$ cat src/design/ext_mem_pkg.sv
// constants, modes and states for the asynchronous external memory port
package ext_mem_pkg;
   localparam int ADDR_W = 24;
   localparam int DATA_W = 8;
   localparam int FLAG_N = 4;
   localparam int PWM_N = 8;
   // strobe setup and minimum active width in ns, rounded up to core cycles
   localparam int SETUP_NS = 10;
   localparam int STROBE_NS = 20;
   localparam int CLK_PERIOD_NS = 5;
   localparam int SETUP_CYC = (SETUP_NS + CLK_PERIOD_NS - 1) / CLK_PERIOD_NS;
   localparam int STROBE_CYC = (STROBE_NS + CLK_PERIOD_NS - 1) / CLK_PERIOD_NS;
   localparam logic [3:0] CNT_ONE = 4'h1;
   localparam logic [ADDR_W-1:0] ADDR_RESET = 24'h00_0000;
   localparam logic [DATA_W-1:0] DATA_RESET = 8'h00;

   // pin group usage, memory interface mode is the reset value
   typedef enum logic [1:0] {
      PINS_MEMORY = 2'h0,
      PINS_CAPTURE = 2'h1,
      PINS_PWM = 2'h2,
      PINS_FLAG = 2'h3
   } pin_mode_t;

   typedef enum logic [3:0] {
      ST_IDLE = 4'h1,
      ST_SETUP = 4'h2,
      ST_STROBE = 4'h4,
      ST_DONE = 4'h8
   } access_state_t;
endpackage : ext_mem_pkg

$ cat src/design/async_ext_memory_port.sv
// asynchronous external memory port with shared capture, flag and pwm pins
module async_ext_memory_port (
   input wire logic i_sys_clk,
   input wire logic i_reset,
   // core request side
   input wire logic i_req_valid,
   input wire logic i_req_write,
   input wire logic [ext_mem_pkg::ADDR_W-1:0] i_req_addr,
   input wire logic [ext_mem_pkg::DATA_W-1:0] i_req_wdata,
   output logic o_req_ready,
   output logic o_rsp_valid,
   output logic [ext_mem_pkg::DATA_W-1:0] o_rsp_rdata,
   // pin usage controls
   input wire ext_mem_pkg::pin_mode_t i_addr_mode,
   input wire ext_mem_pkg::pin_mode_t i_data_mode,
   input wire logic i_mode_load,
   input wire logic i_parallel_capture_control,
   input wire logic [ext_mem_pkg::PWM_N-1:0] i_pwm,
   input wire logic [ext_mem_pkg::FLAG_N-1:0] i_flag_out,
   input wire logic [ext_mem_pkg::FLAG_N-1:0] i_flag_oe,
   output logic [ext_mem_pkg::FLAG_N-1:0] o_flag_in,
   output logic o_capture_valid,
   output logic [ext_mem_pkg::ADDR_W-1:0] o_capture_data,
   output ext_mem_pkg::pin_mode_t o_addr_mode,
   output ext_mem_pkg::pin_mode_t o_data_mode,
   // pins
   output logic [ext_mem_pkg::ADDR_W-1:0] o_ext_address_bus,
   output logic [ext_mem_pkg::ADDR_W-1:0] o_ext_address_bus_oe,
   input wire logic [ext_mem_pkg::ADDR_W-1:0] i_ext_address_bus,
   output logic [ext_mem_pkg::DATA_W-1:0] o_ext_data_bus,
   output logic [ext_mem_pkg::DATA_W-1:0] o_ext_data_bus_oe,
   input wire logic [ext_mem_pkg::DATA_W-1:0] i_ext_data_bus,
   input wire logic i_ext_access_acknowledge,
   output logic o_ext_read_strobe_n,
   output logic o_ext_write_strobe_n
);
   import ext_mem_pkg::*;

   access_state_t state;
   access_state_t next_state;
   logic [3:0] cnt;
   logic is_write;
   logic [ADDR_W-1:0] addr;
   logic [DATA_W-1:0] wdata;
   pin_mode_t addr_mode;
   pin_mode_t data_mode;
   logic mem_active;

   // cycle count helper used by both setup and strobe phases
   function automatic logic [3:0] phase_len(input int cycles);
      phase_len = (cycles < 1) ? CNT_ONE : 4'(cycles);
   endfunction : phase_len

   // pin usage held in flops so reset always lands in memory mode
   always_ff @(posedge i_sys_clk) begin
      if (i_reset) begin
         addr_mode <= PINS_MEMORY;
         data_mode <= PINS_MEMORY;
      end else if (i_mode_load && state == ST_IDLE) begin
         // switching mid access would tear the bus, so wait for idle
         addr_mode <= i_addr_mode;
         data_mode <= i_data_mode;
      end
   end
   assign o_addr_mode = addr_mode;
   assign o_data_mode = data_mode;
   assign mem_active = (addr_mode == PINS_MEMORY) && (data_mode == PINS_MEMORY);

   // access sequencer
   always_comb begin
      next_state = state;
      unique case (state)
         ST_IDLE: begin
            if (i_req_valid && mem_active) begin
               next_state = ST_SETUP;
            end
         end
         ST_SETUP: begin
            if (cnt == CNT_ONE) begin
               next_state = ST_STROBE;
            end
         end
         ST_STROBE: begin
            // minimum width elapsed and acknowledge high ends the access
            if (cnt == CNT_ONE && i_ext_access_acknowledge) begin
               next_state = ST_DONE;
            end
         end
         ST_DONE: begin
            next_state = ST_IDLE;
         end
         default: begin
            next_state = ST_IDLE;
         end
      endcase
   end

   always_ff @(posedge i_sys_clk) begin
      if (i_reset) begin
         state <= ST_IDLE;
      end else begin
         state <= next_state;
      end
   end

   // phase counter
   always_ff @(posedge i_sys_clk) begin
      if (i_reset) begin
         cnt <= '0;
      end else if (state == ST_IDLE && next_state == ST_SETUP) begin
         cnt <= phase_len(SETUP_CYC);
      end else if (state == ST_SETUP && next_state == ST_STROBE) begin
         cnt <= phase_len(STROBE_CYC);
      end else if (cnt > CNT_ONE) begin
         cnt <= cnt - CNT_ONE;
      end
   end

   // request capture
   always_ff @(posedge i_sys_clk) begin
      if (i_reset) begin
         addr <= ADDR_RESET;
         wdata <= DATA_RESET;
         is_write <= 1'b0;
      end else if (state == ST_IDLE && next_state == ST_SETUP) begin
         addr <= i_req_addr;
         wdata <= i_req_wdata;
         is_write <= i_req_write;
      end
   end
   assign o_req_ready = (state == ST_IDLE) && mem_active;

   // strobes from flops; only one kind per access, high outside strobe phase
   always_ff @(posedge i_sys_clk) begin
      if (i_reset) begin
         o_ext_read_strobe_n <= 1'b1;
         o_ext_write_strobe_n <= 1'b1;
      end else begin
         o_ext_read_strobe_n <= !(next_state == ST_STROBE && !is_write);
         o_ext_write_strobe_n <= !(next_state == ST_STROBE && is_write);
      end
   end

   // read data taken as the strobe ends
   always_ff @(posedge i_sys_clk) begin
      if (i_reset) begin
         o_rsp_valid <= 1'b0;
         o_rsp_rdata <= DATA_RESET;
      end else begin
         o_rsp_valid <= (state == ST_STROBE) && (next_state == ST_DONE);
         if (state == ST_STROBE && next_state == ST_DONE && !is_write) begin
            o_rsp_rdata <= i_ext_data_bus;
         end
      end
   end

   // parallel capture of address pins, channel 0
   always_ff @(posedge i_sys_clk) begin
      if (i_reset) begin
         o_capture_valid <= 1'b0;
         o_capture_data <= ADDR_RESET;
      end else begin
         o_capture_valid <= i_parallel_capture_control && addr_mode == PINS_CAPTURE;
         if (i_parallel_capture_control && addr_mode == PINS_CAPTURE) begin
            o_capture_data <= i_ext_address_bus;
         end
      end
   end

   // flag inputs come from the low data pins only in flag mode
   always_ff @(posedge i_sys_clk) begin
      if (i_reset) begin
         o_flag_in <= '0;
      end else if (data_mode == PINS_FLAG) begin
         o_flag_in <= i_ext_data_bus[FLAG_N-1:0];
      end
   end

   ext_pin_mux u_mux (
      .i_addr_mode(addr_mode),
      .i_data_mode(data_mode),
      .i_mem_addr(addr),
      .i_mem_addr_oe(state != ST_IDLE),
      .i_mem_data(wdata),
      .i_mem_data_oe(is_write && state != ST_IDLE),
      .i_pwm(i_pwm),
      .i_flag_out(i_flag_out),
      .i_flag_oe(i_flag_oe),
      .o_addr(o_ext_address_bus),
      .o_addr_oe(o_ext_address_bus_oe),
      .o_data(o_ext_data_bus),
      .o_data_oe(o_ext_data_bus_oe)
   );
endmodule : async_ext_memory_port

$ cat src/design/ext_pin_mux.sv
// output selection and enable for the shared address and data pins
module ext_pin_mux (
   input wire ext_mem_pkg::pin_mode_t i_addr_mode,
   input wire ext_mem_pkg::pin_mode_t i_data_mode,
   input wire logic [ext_mem_pkg::ADDR_W-1:0] i_mem_addr,
   input wire logic i_mem_addr_oe,
   input wire logic [ext_mem_pkg::DATA_W-1:0] i_mem_data,
   input wire logic i_mem_data_oe,
   input wire logic [ext_mem_pkg::PWM_N-1:0] i_pwm,
   input wire logic [ext_mem_pkg::FLAG_N-1:0] i_flag_out,
   input wire logic [ext_mem_pkg::FLAG_N-1:0] i_flag_oe,
   output logic [ext_mem_pkg::ADDR_W-1:0] o_addr,
   output logic [ext_mem_pkg::ADDR_W-1:0] o_addr_oe,
   output logic [ext_mem_pkg::DATA_W-1:0] o_data,
   output logic [ext_mem_pkg::DATA_W-1:0] o_data_oe
);
   import ext_mem_pkg::*;

   // address pins: memory address, pwm on the low byte, or released for capture
   always_comb begin
      o_addr = '0;
      o_addr_oe = '0;
      unique case (i_addr_mode)
         PINS_MEMORY: begin
            o_addr = i_mem_addr;
            o_addr_oe = {ADDR_W{i_mem_addr_oe}};
         end
         PINS_PWM: begin
            o_addr[PWM_N-1:0] = i_pwm;
            o_addr_oe[PWM_N-1:0] = '1;
         end
         default: begin
            o_addr = '0; // capture input or unused: pins stay released
         end
      endcase
   end

   // data pins: memory data, capture input, flags in the low nibble, or pwm
   always_comb begin
      o_data = '0;
      o_data_oe = '0;
      unique case (i_data_mode)
         PINS_MEMORY: begin
            o_data = i_mem_data;
            o_data_oe = {DATA_W{i_mem_data_oe}};
         end
         PINS_FLAG: begin
            o_data[FLAG_N-1:0] = i_flag_out;
            o_data_oe[FLAG_N-1:0] = i_flag_oe;
         end
         PINS_PWM: begin
            o_data = i_pwm;
            o_data_oe = '1;
         end
         default: begin
            o_data = '0; // capture: input only
         end
      endcase
   end
endmodule : ext_pin_mux

$ cat config.mk
export PLATFORM = sky130hd
export DESIGN_NAME = async_ext_memory_port
export DESIGN_NICKNAME = d
export VERILOG_FILES = /design/src/design/ext_mem_pkg.sv /design/src/design/async_ext_memory_port.sv /design/src/design/ext_pin_mux.sv
export SDC_FILE = /design/constraint.sdc
export NUM_CORES = 1
export LEC_CHECK = 0
export BUFFER_PORTS_ARGS = -buffer_cell sky130_fd_sc_hd__buf_2
export CORE_ASPECT_RATIO = 1.5
export CORE_MARGIN = 4
export CORE_UTILIZATION = 50
export DETAILED_ROUTE_END_ITERATION = 6
export GPL_TIMING_DRIVEN = 0
export PLACE_DENSITY = 0.94
export SYNTH_ARGS = -nofsm -noshare
export SYNTH_HDL_FRONTEND = slang
export SYNTH_SLANG_ARGS = --single-unit
$ cat constraint.sdc
create_clock -name i_sys_clk -period 4.76 [get_ports i_sys_clk]
set_clock_uncertainty 0.2 [all_clocks]
set_input_delay 0.238 -clock i_sys_clk [delete_from_list [all_inputs] [get_ports i_sys_clk]]
set_output_delay 0.238 -clock i_sys_clk [all_outputs]
set_load 0.1 [all_outputs]
* After elaboration in Yosys (flattened, before gate mapping)
Index checks and enable logic that the tools add are counted.
Word-level totals: bits in registers 85, bits in latches 0, bits in writable memories 0, bits in read-only memories 0, output and inout bits 109, memories 0
Cells by class: $add $sub $neg 1, $mul 0, divide/modulo/power cells 0, order comparisons 1, equal/unequal tests 12, shift operators 0, muxes and demuxes 15, bitwise logic cells 0, reduce and logical (&&, ||, !) cells 22
Operator list (number):
- $pmux 4 s3 | 3
- $mux 16 | 2
- $pmux 8 s2 | 2
- $pmux 4 s2 | 2
- $logic_and 1x1->1 | 13
- $mux 4 | 3
- $eq 4x1->1 const B | 2
- $eq 4x2->1 const B | 2
- $eq 4x3->1 const B | 2
- $eq 2x2->1 const B | 3
- $mux 3 | 2
- $eq 4x4->1 const B | 1
- $gt 4x1->1 const B | 1
- $logic_not 2->1 | 2
- $ne 4x1->1 const B | 1
- $sub 4x1->4 const B | 1
- $logic_not 1->1 | 3
- $reduce_bool 3->1 | 1
- $reduce_or 3->1 | 1
- $eq 2x1->1 const B | 1
- $mux 2 | 1
- $reduce_bool 2->1 | 1
- $reduce_or 2->1 | 1

* Logic depth before layout (Yosys ltp)
depth after elaboration 9, mapped depth 6

* By module
A second synthesis with hierarchy kept.
Unflattened totals: cells, all modules 471, area, all modules 4180.3 um^2
Modules (own cells, without submodules):
- async_ext_memory_port | times used 1, cells an instance 376, area an instance 3502.1 um^2, sequential area each 1701.6 um^2
- ext_pin_mux | times used 1, cells an instance 95, area an instance 678.2 um^2, sequential area each 0.0 um^2

* Least setup slack after synthesis
OpenSTA, ideal clock, no wires.
path kind reg-to-output, from register addr_mode[1] (netlist: o_addr_mode[1]), to output port o_ext_address_bus_oe[10] in the netlist's numbering, arrival 4.554 ns, setup slack -0.232 ns, stages on the path, launching flop included 4, path buffers 2, path through dfxtp_1 > buf_1 > nor3_1 > buf_4
Between the ends: longest elaborated chain between the ends 2
RTL lines:
- start: declaration | RTL line async_ext_memory_port.sv:45 | pin_mode_t addr_mode;
- start signal: assignment | RTL line async_ext_memory_port.sv:61 | addr_mode <= i_addr_mode;
- $logic_not 2->1 | RTL line ext_pin_mux.sv:23 | unique case (i_addr_mode)
- $mux 16 | RTL line ext_pin_mux.sv:23
- end: declaration | RTL line async_ext_memory_port.sv:28 | output logic [ext_mem_pkg::ADDR_W-1:0] o_ext_address_bus_oe,
No other way between the ends.

* Final worst setup path
from register addr_mode[1] (netlist: o_addr_mode[1]), to output port o_ext_address_bus_oe[5] in the netlist's numbering
Between the ends: longest elaborated chain between the ends 2
RTL lines (RTL line):
- $eq 2x2->1 / $logic_not 2->1 (equally long branches) | ext_pin_mux.sv:23
- $pmux 8 s2 (*) | ext_pin_mux.sv:23
Every way passes the cells marked *; elsewhere a longest branch is shown, timed or not.

==> results.cfg <==
[status]
status = complete, no violations

[global_route]
grtUsageTotal_pct = 29.96
antenna_found_initial = 0
grt_max_degree = 17
grt_pass1_wl_um = 22580
grt_pass1_vias = 4690
overflow = 0

[clock_tree]
clkTransAtPathRegs_ns = 0.06
cts_num_sinks = 85
clock_path_buffers = 2
clk_latency_ns = 0.34
ctsResizeCount = 0
cts_made_buffers = 9
root_buffer = clkbuf_16
cts_tree = yes
cts_max_level = 3
cts_setup_buffers = 0

[finish]
nets = 844
instances_no_fill = 859
drive_above_1_share_pct = 33.86
area_growth_pct = 50.73
layout_common_cells = 203 x buf_2, 86 x nand2b_1, 85 x dfxtp_1
mostFrequentLayoutCell = buf_2
fillCellCount = 526
fin_util_pct = 77.38

[logic_synthesis]
postSynthAreaPerCell_um2 = 8.727
ys_warn_count = 0
synth_fp_nets = 567
netlist_instances = 474
yosysUniqueCellTypes = 39
syn_area_um2 = 4136
yosysSeqAreaShare_pct = 41.14
synth_edf_count = 0
ys.flop_type = dfxtp_1
ys_async_sr_fraction_pct = 0
synth-seq-cells = 85

[power]
p_leak_nw = 2.888
p_per_area_nw_per_um2 = 421.7
irDropWorstVdd_uv = 334.1

[detailed_routing]
route.detailed.drc = 0
routed_wl_um = 14630
highest_layer = met4
routed-wl-met3_um = 1077
drt_iter0_drc = 306
wl_met1_um = 5094
antenna_left = 0
vias = 4426
first_pass_iters = 4
wire_per_inst_um = 17.04
wl_met2_um = 7787
via_per_inst = 5.153

[place]
gp_congestion = 0.8167
dp_hpwl_um = 9339
place_inst = 777
io_buffer_count = 198

[sta]
slew_headroom_pct = 43.24
worst_pin_slew_ns = 0.8467
fmax_mhz = 338.1
hold-worst-slack_ns = 0.007505
period_minus_slack_ns = 2.958
finalHoldViolCount = 0
slew_viol_final = 0
rsz0062_at_grt = false
fin_crit_sh_pct = 62.14
setup_viol = 0
setup-tns-final_ns = 0

[floorplanning]
io_pins = 200
core-area_um2 = 8058
die_w_um = 82.27
die_area_um2 = 9822
initial_utilization_pct = 51.34
die-height_um = 119.4
num_rows = 40

[critical_path]
endpoint_kind = output pin
crit_required_ns = 4.32
crit_start = o_addr_mode[1]
cp.arrival_ns = 2.52
rr_startpoint = o_addr_mode[1]
critical_path_class = flip-flop to output pin
start_kind = flip-flop
cp_max_fo = 10

[hold_path]
min_from = i_req_addr[2]
hold_path.class = input pin to flip-flop

[run]
drv_cap = 0
## path summary, 6_finish.rpt
kind                                                 to  slack [ns]  cells past startpoint
worst max register to register                 addr[12]        2.49                      5
worst min-delay path                            addr[2]       0.008                      3
worst max-delay path            o_ext_address_bus_oe[5]        1.80                      5
worst min register to register             o_flag_in[3]        0.26                      2
## per-stage QoR
stage	worst slack (ns)	area (um2)	total power [W]
after floorplan	0.7688	4141	0.001711
after global placement	2.325	5264	0.001869
after detailed placement	2.194	5264	0.001896
after CTS	1.813	6232	0.002619
after global routing	1.643	6232	0.002712
final	1.802	6235	0.002629
## what timing repair did
action,4_1_cts,5_1_grt
hold buffers,68,0
hold endpoints to repair,71,0
endpoints found under the setup margin,0,0
## cells by family after synthesis
logic type / synth area share, %
simple gates: 28.77
compound gates: 7.199
flops: 41.14
buf+inv: 8.137
fa+ha+maj: 0.6049
mux: 14.16
## sequential cells by signal (all words and copies together), names as in the netlist, 4 cells and up
register        count
cnt                 4
state               4
o_capture_data     24
o_flag_in           4
addr               24
o_rsp_rdata         8
wdata               8
## critical path, stage by stage (launching register included)
cell and delay (ns):
dfxtp_1 0.44, buf_1 0.54, nor2_1 0.11, nor2_1 0.45
buf_4 0.20, buf_2 0.43
## layout make-up
| type | count | area [um2] | area share (%) |
|---|---|---|---|
| multi-input combinational | 329 | 2103 | 33.73 |
| clock inverter | 2 | 35.03 | 0.5619 |
| inverter | 3 | 11.26 | 0.1806 |
| clock buffer | 11 | 252.7 | 4.054 |
| timing repair buffer | 266 | 1672 | 26.81 |
| sequential | 85 | 1702 | 27.29 |
| antenna | 1 | 2.502 | 0.04014 |
| buffer | 57 | 325.3 | 5.218 |
| tap | 105 | 131.4 | 2.107 |
## synthesized netlist by cell type (2+ instances only)
library cell / number / area share, %
and2_1: 17 / 2.6
buf_2: 5 / 0.60
mux2_2: 4 / 1.1
o31a_1: 2 / 0.42
mux2i_1: 54 / 13
or4b_1: 2 / 0.48
nand3b_1: 2 / 0.36
buf_1: 2 / 0.18
ha_1: 2 / 0.60
a21oi_1: 34 / 4.1
nand2b_1: 86 / 13
nor2_1: 19 / 1.7
dfxtp_1: 85 / 41
nand3_1: 4 / 0.48
clkbuf_1: 22 / 2.0
nor4_1: 3 / 0.45
nand2_1: 64 / 5.8
o21ai_0: 10 / 1.2
inv_1: 3 / 0.27
buf_4: 28 / 5.1
nor3_1: 7 / 0.85
a22o_1: 2 / 0.42
## report_power, final
part | internal (W) | leakage (nW) | switching, W | total [W]
Combinational | 0.000290 | 2.05 | 0.000859 | 0.00115
Clock | 0.000425 | 0.143 | 0.000262 | 0.000687
Sequential | 0.000762 | 0.691 | 0.0000327 | 0.000794
## per-layer routing
layer,vias to the layer above,GRT usage [%]
li1,2100,-
met1,2031,30.96
met2,237,54.12
met3,58,5.673
met4,0,16.42
met5,-,0
Note: power is estimated with default switching activity, not from simulation.
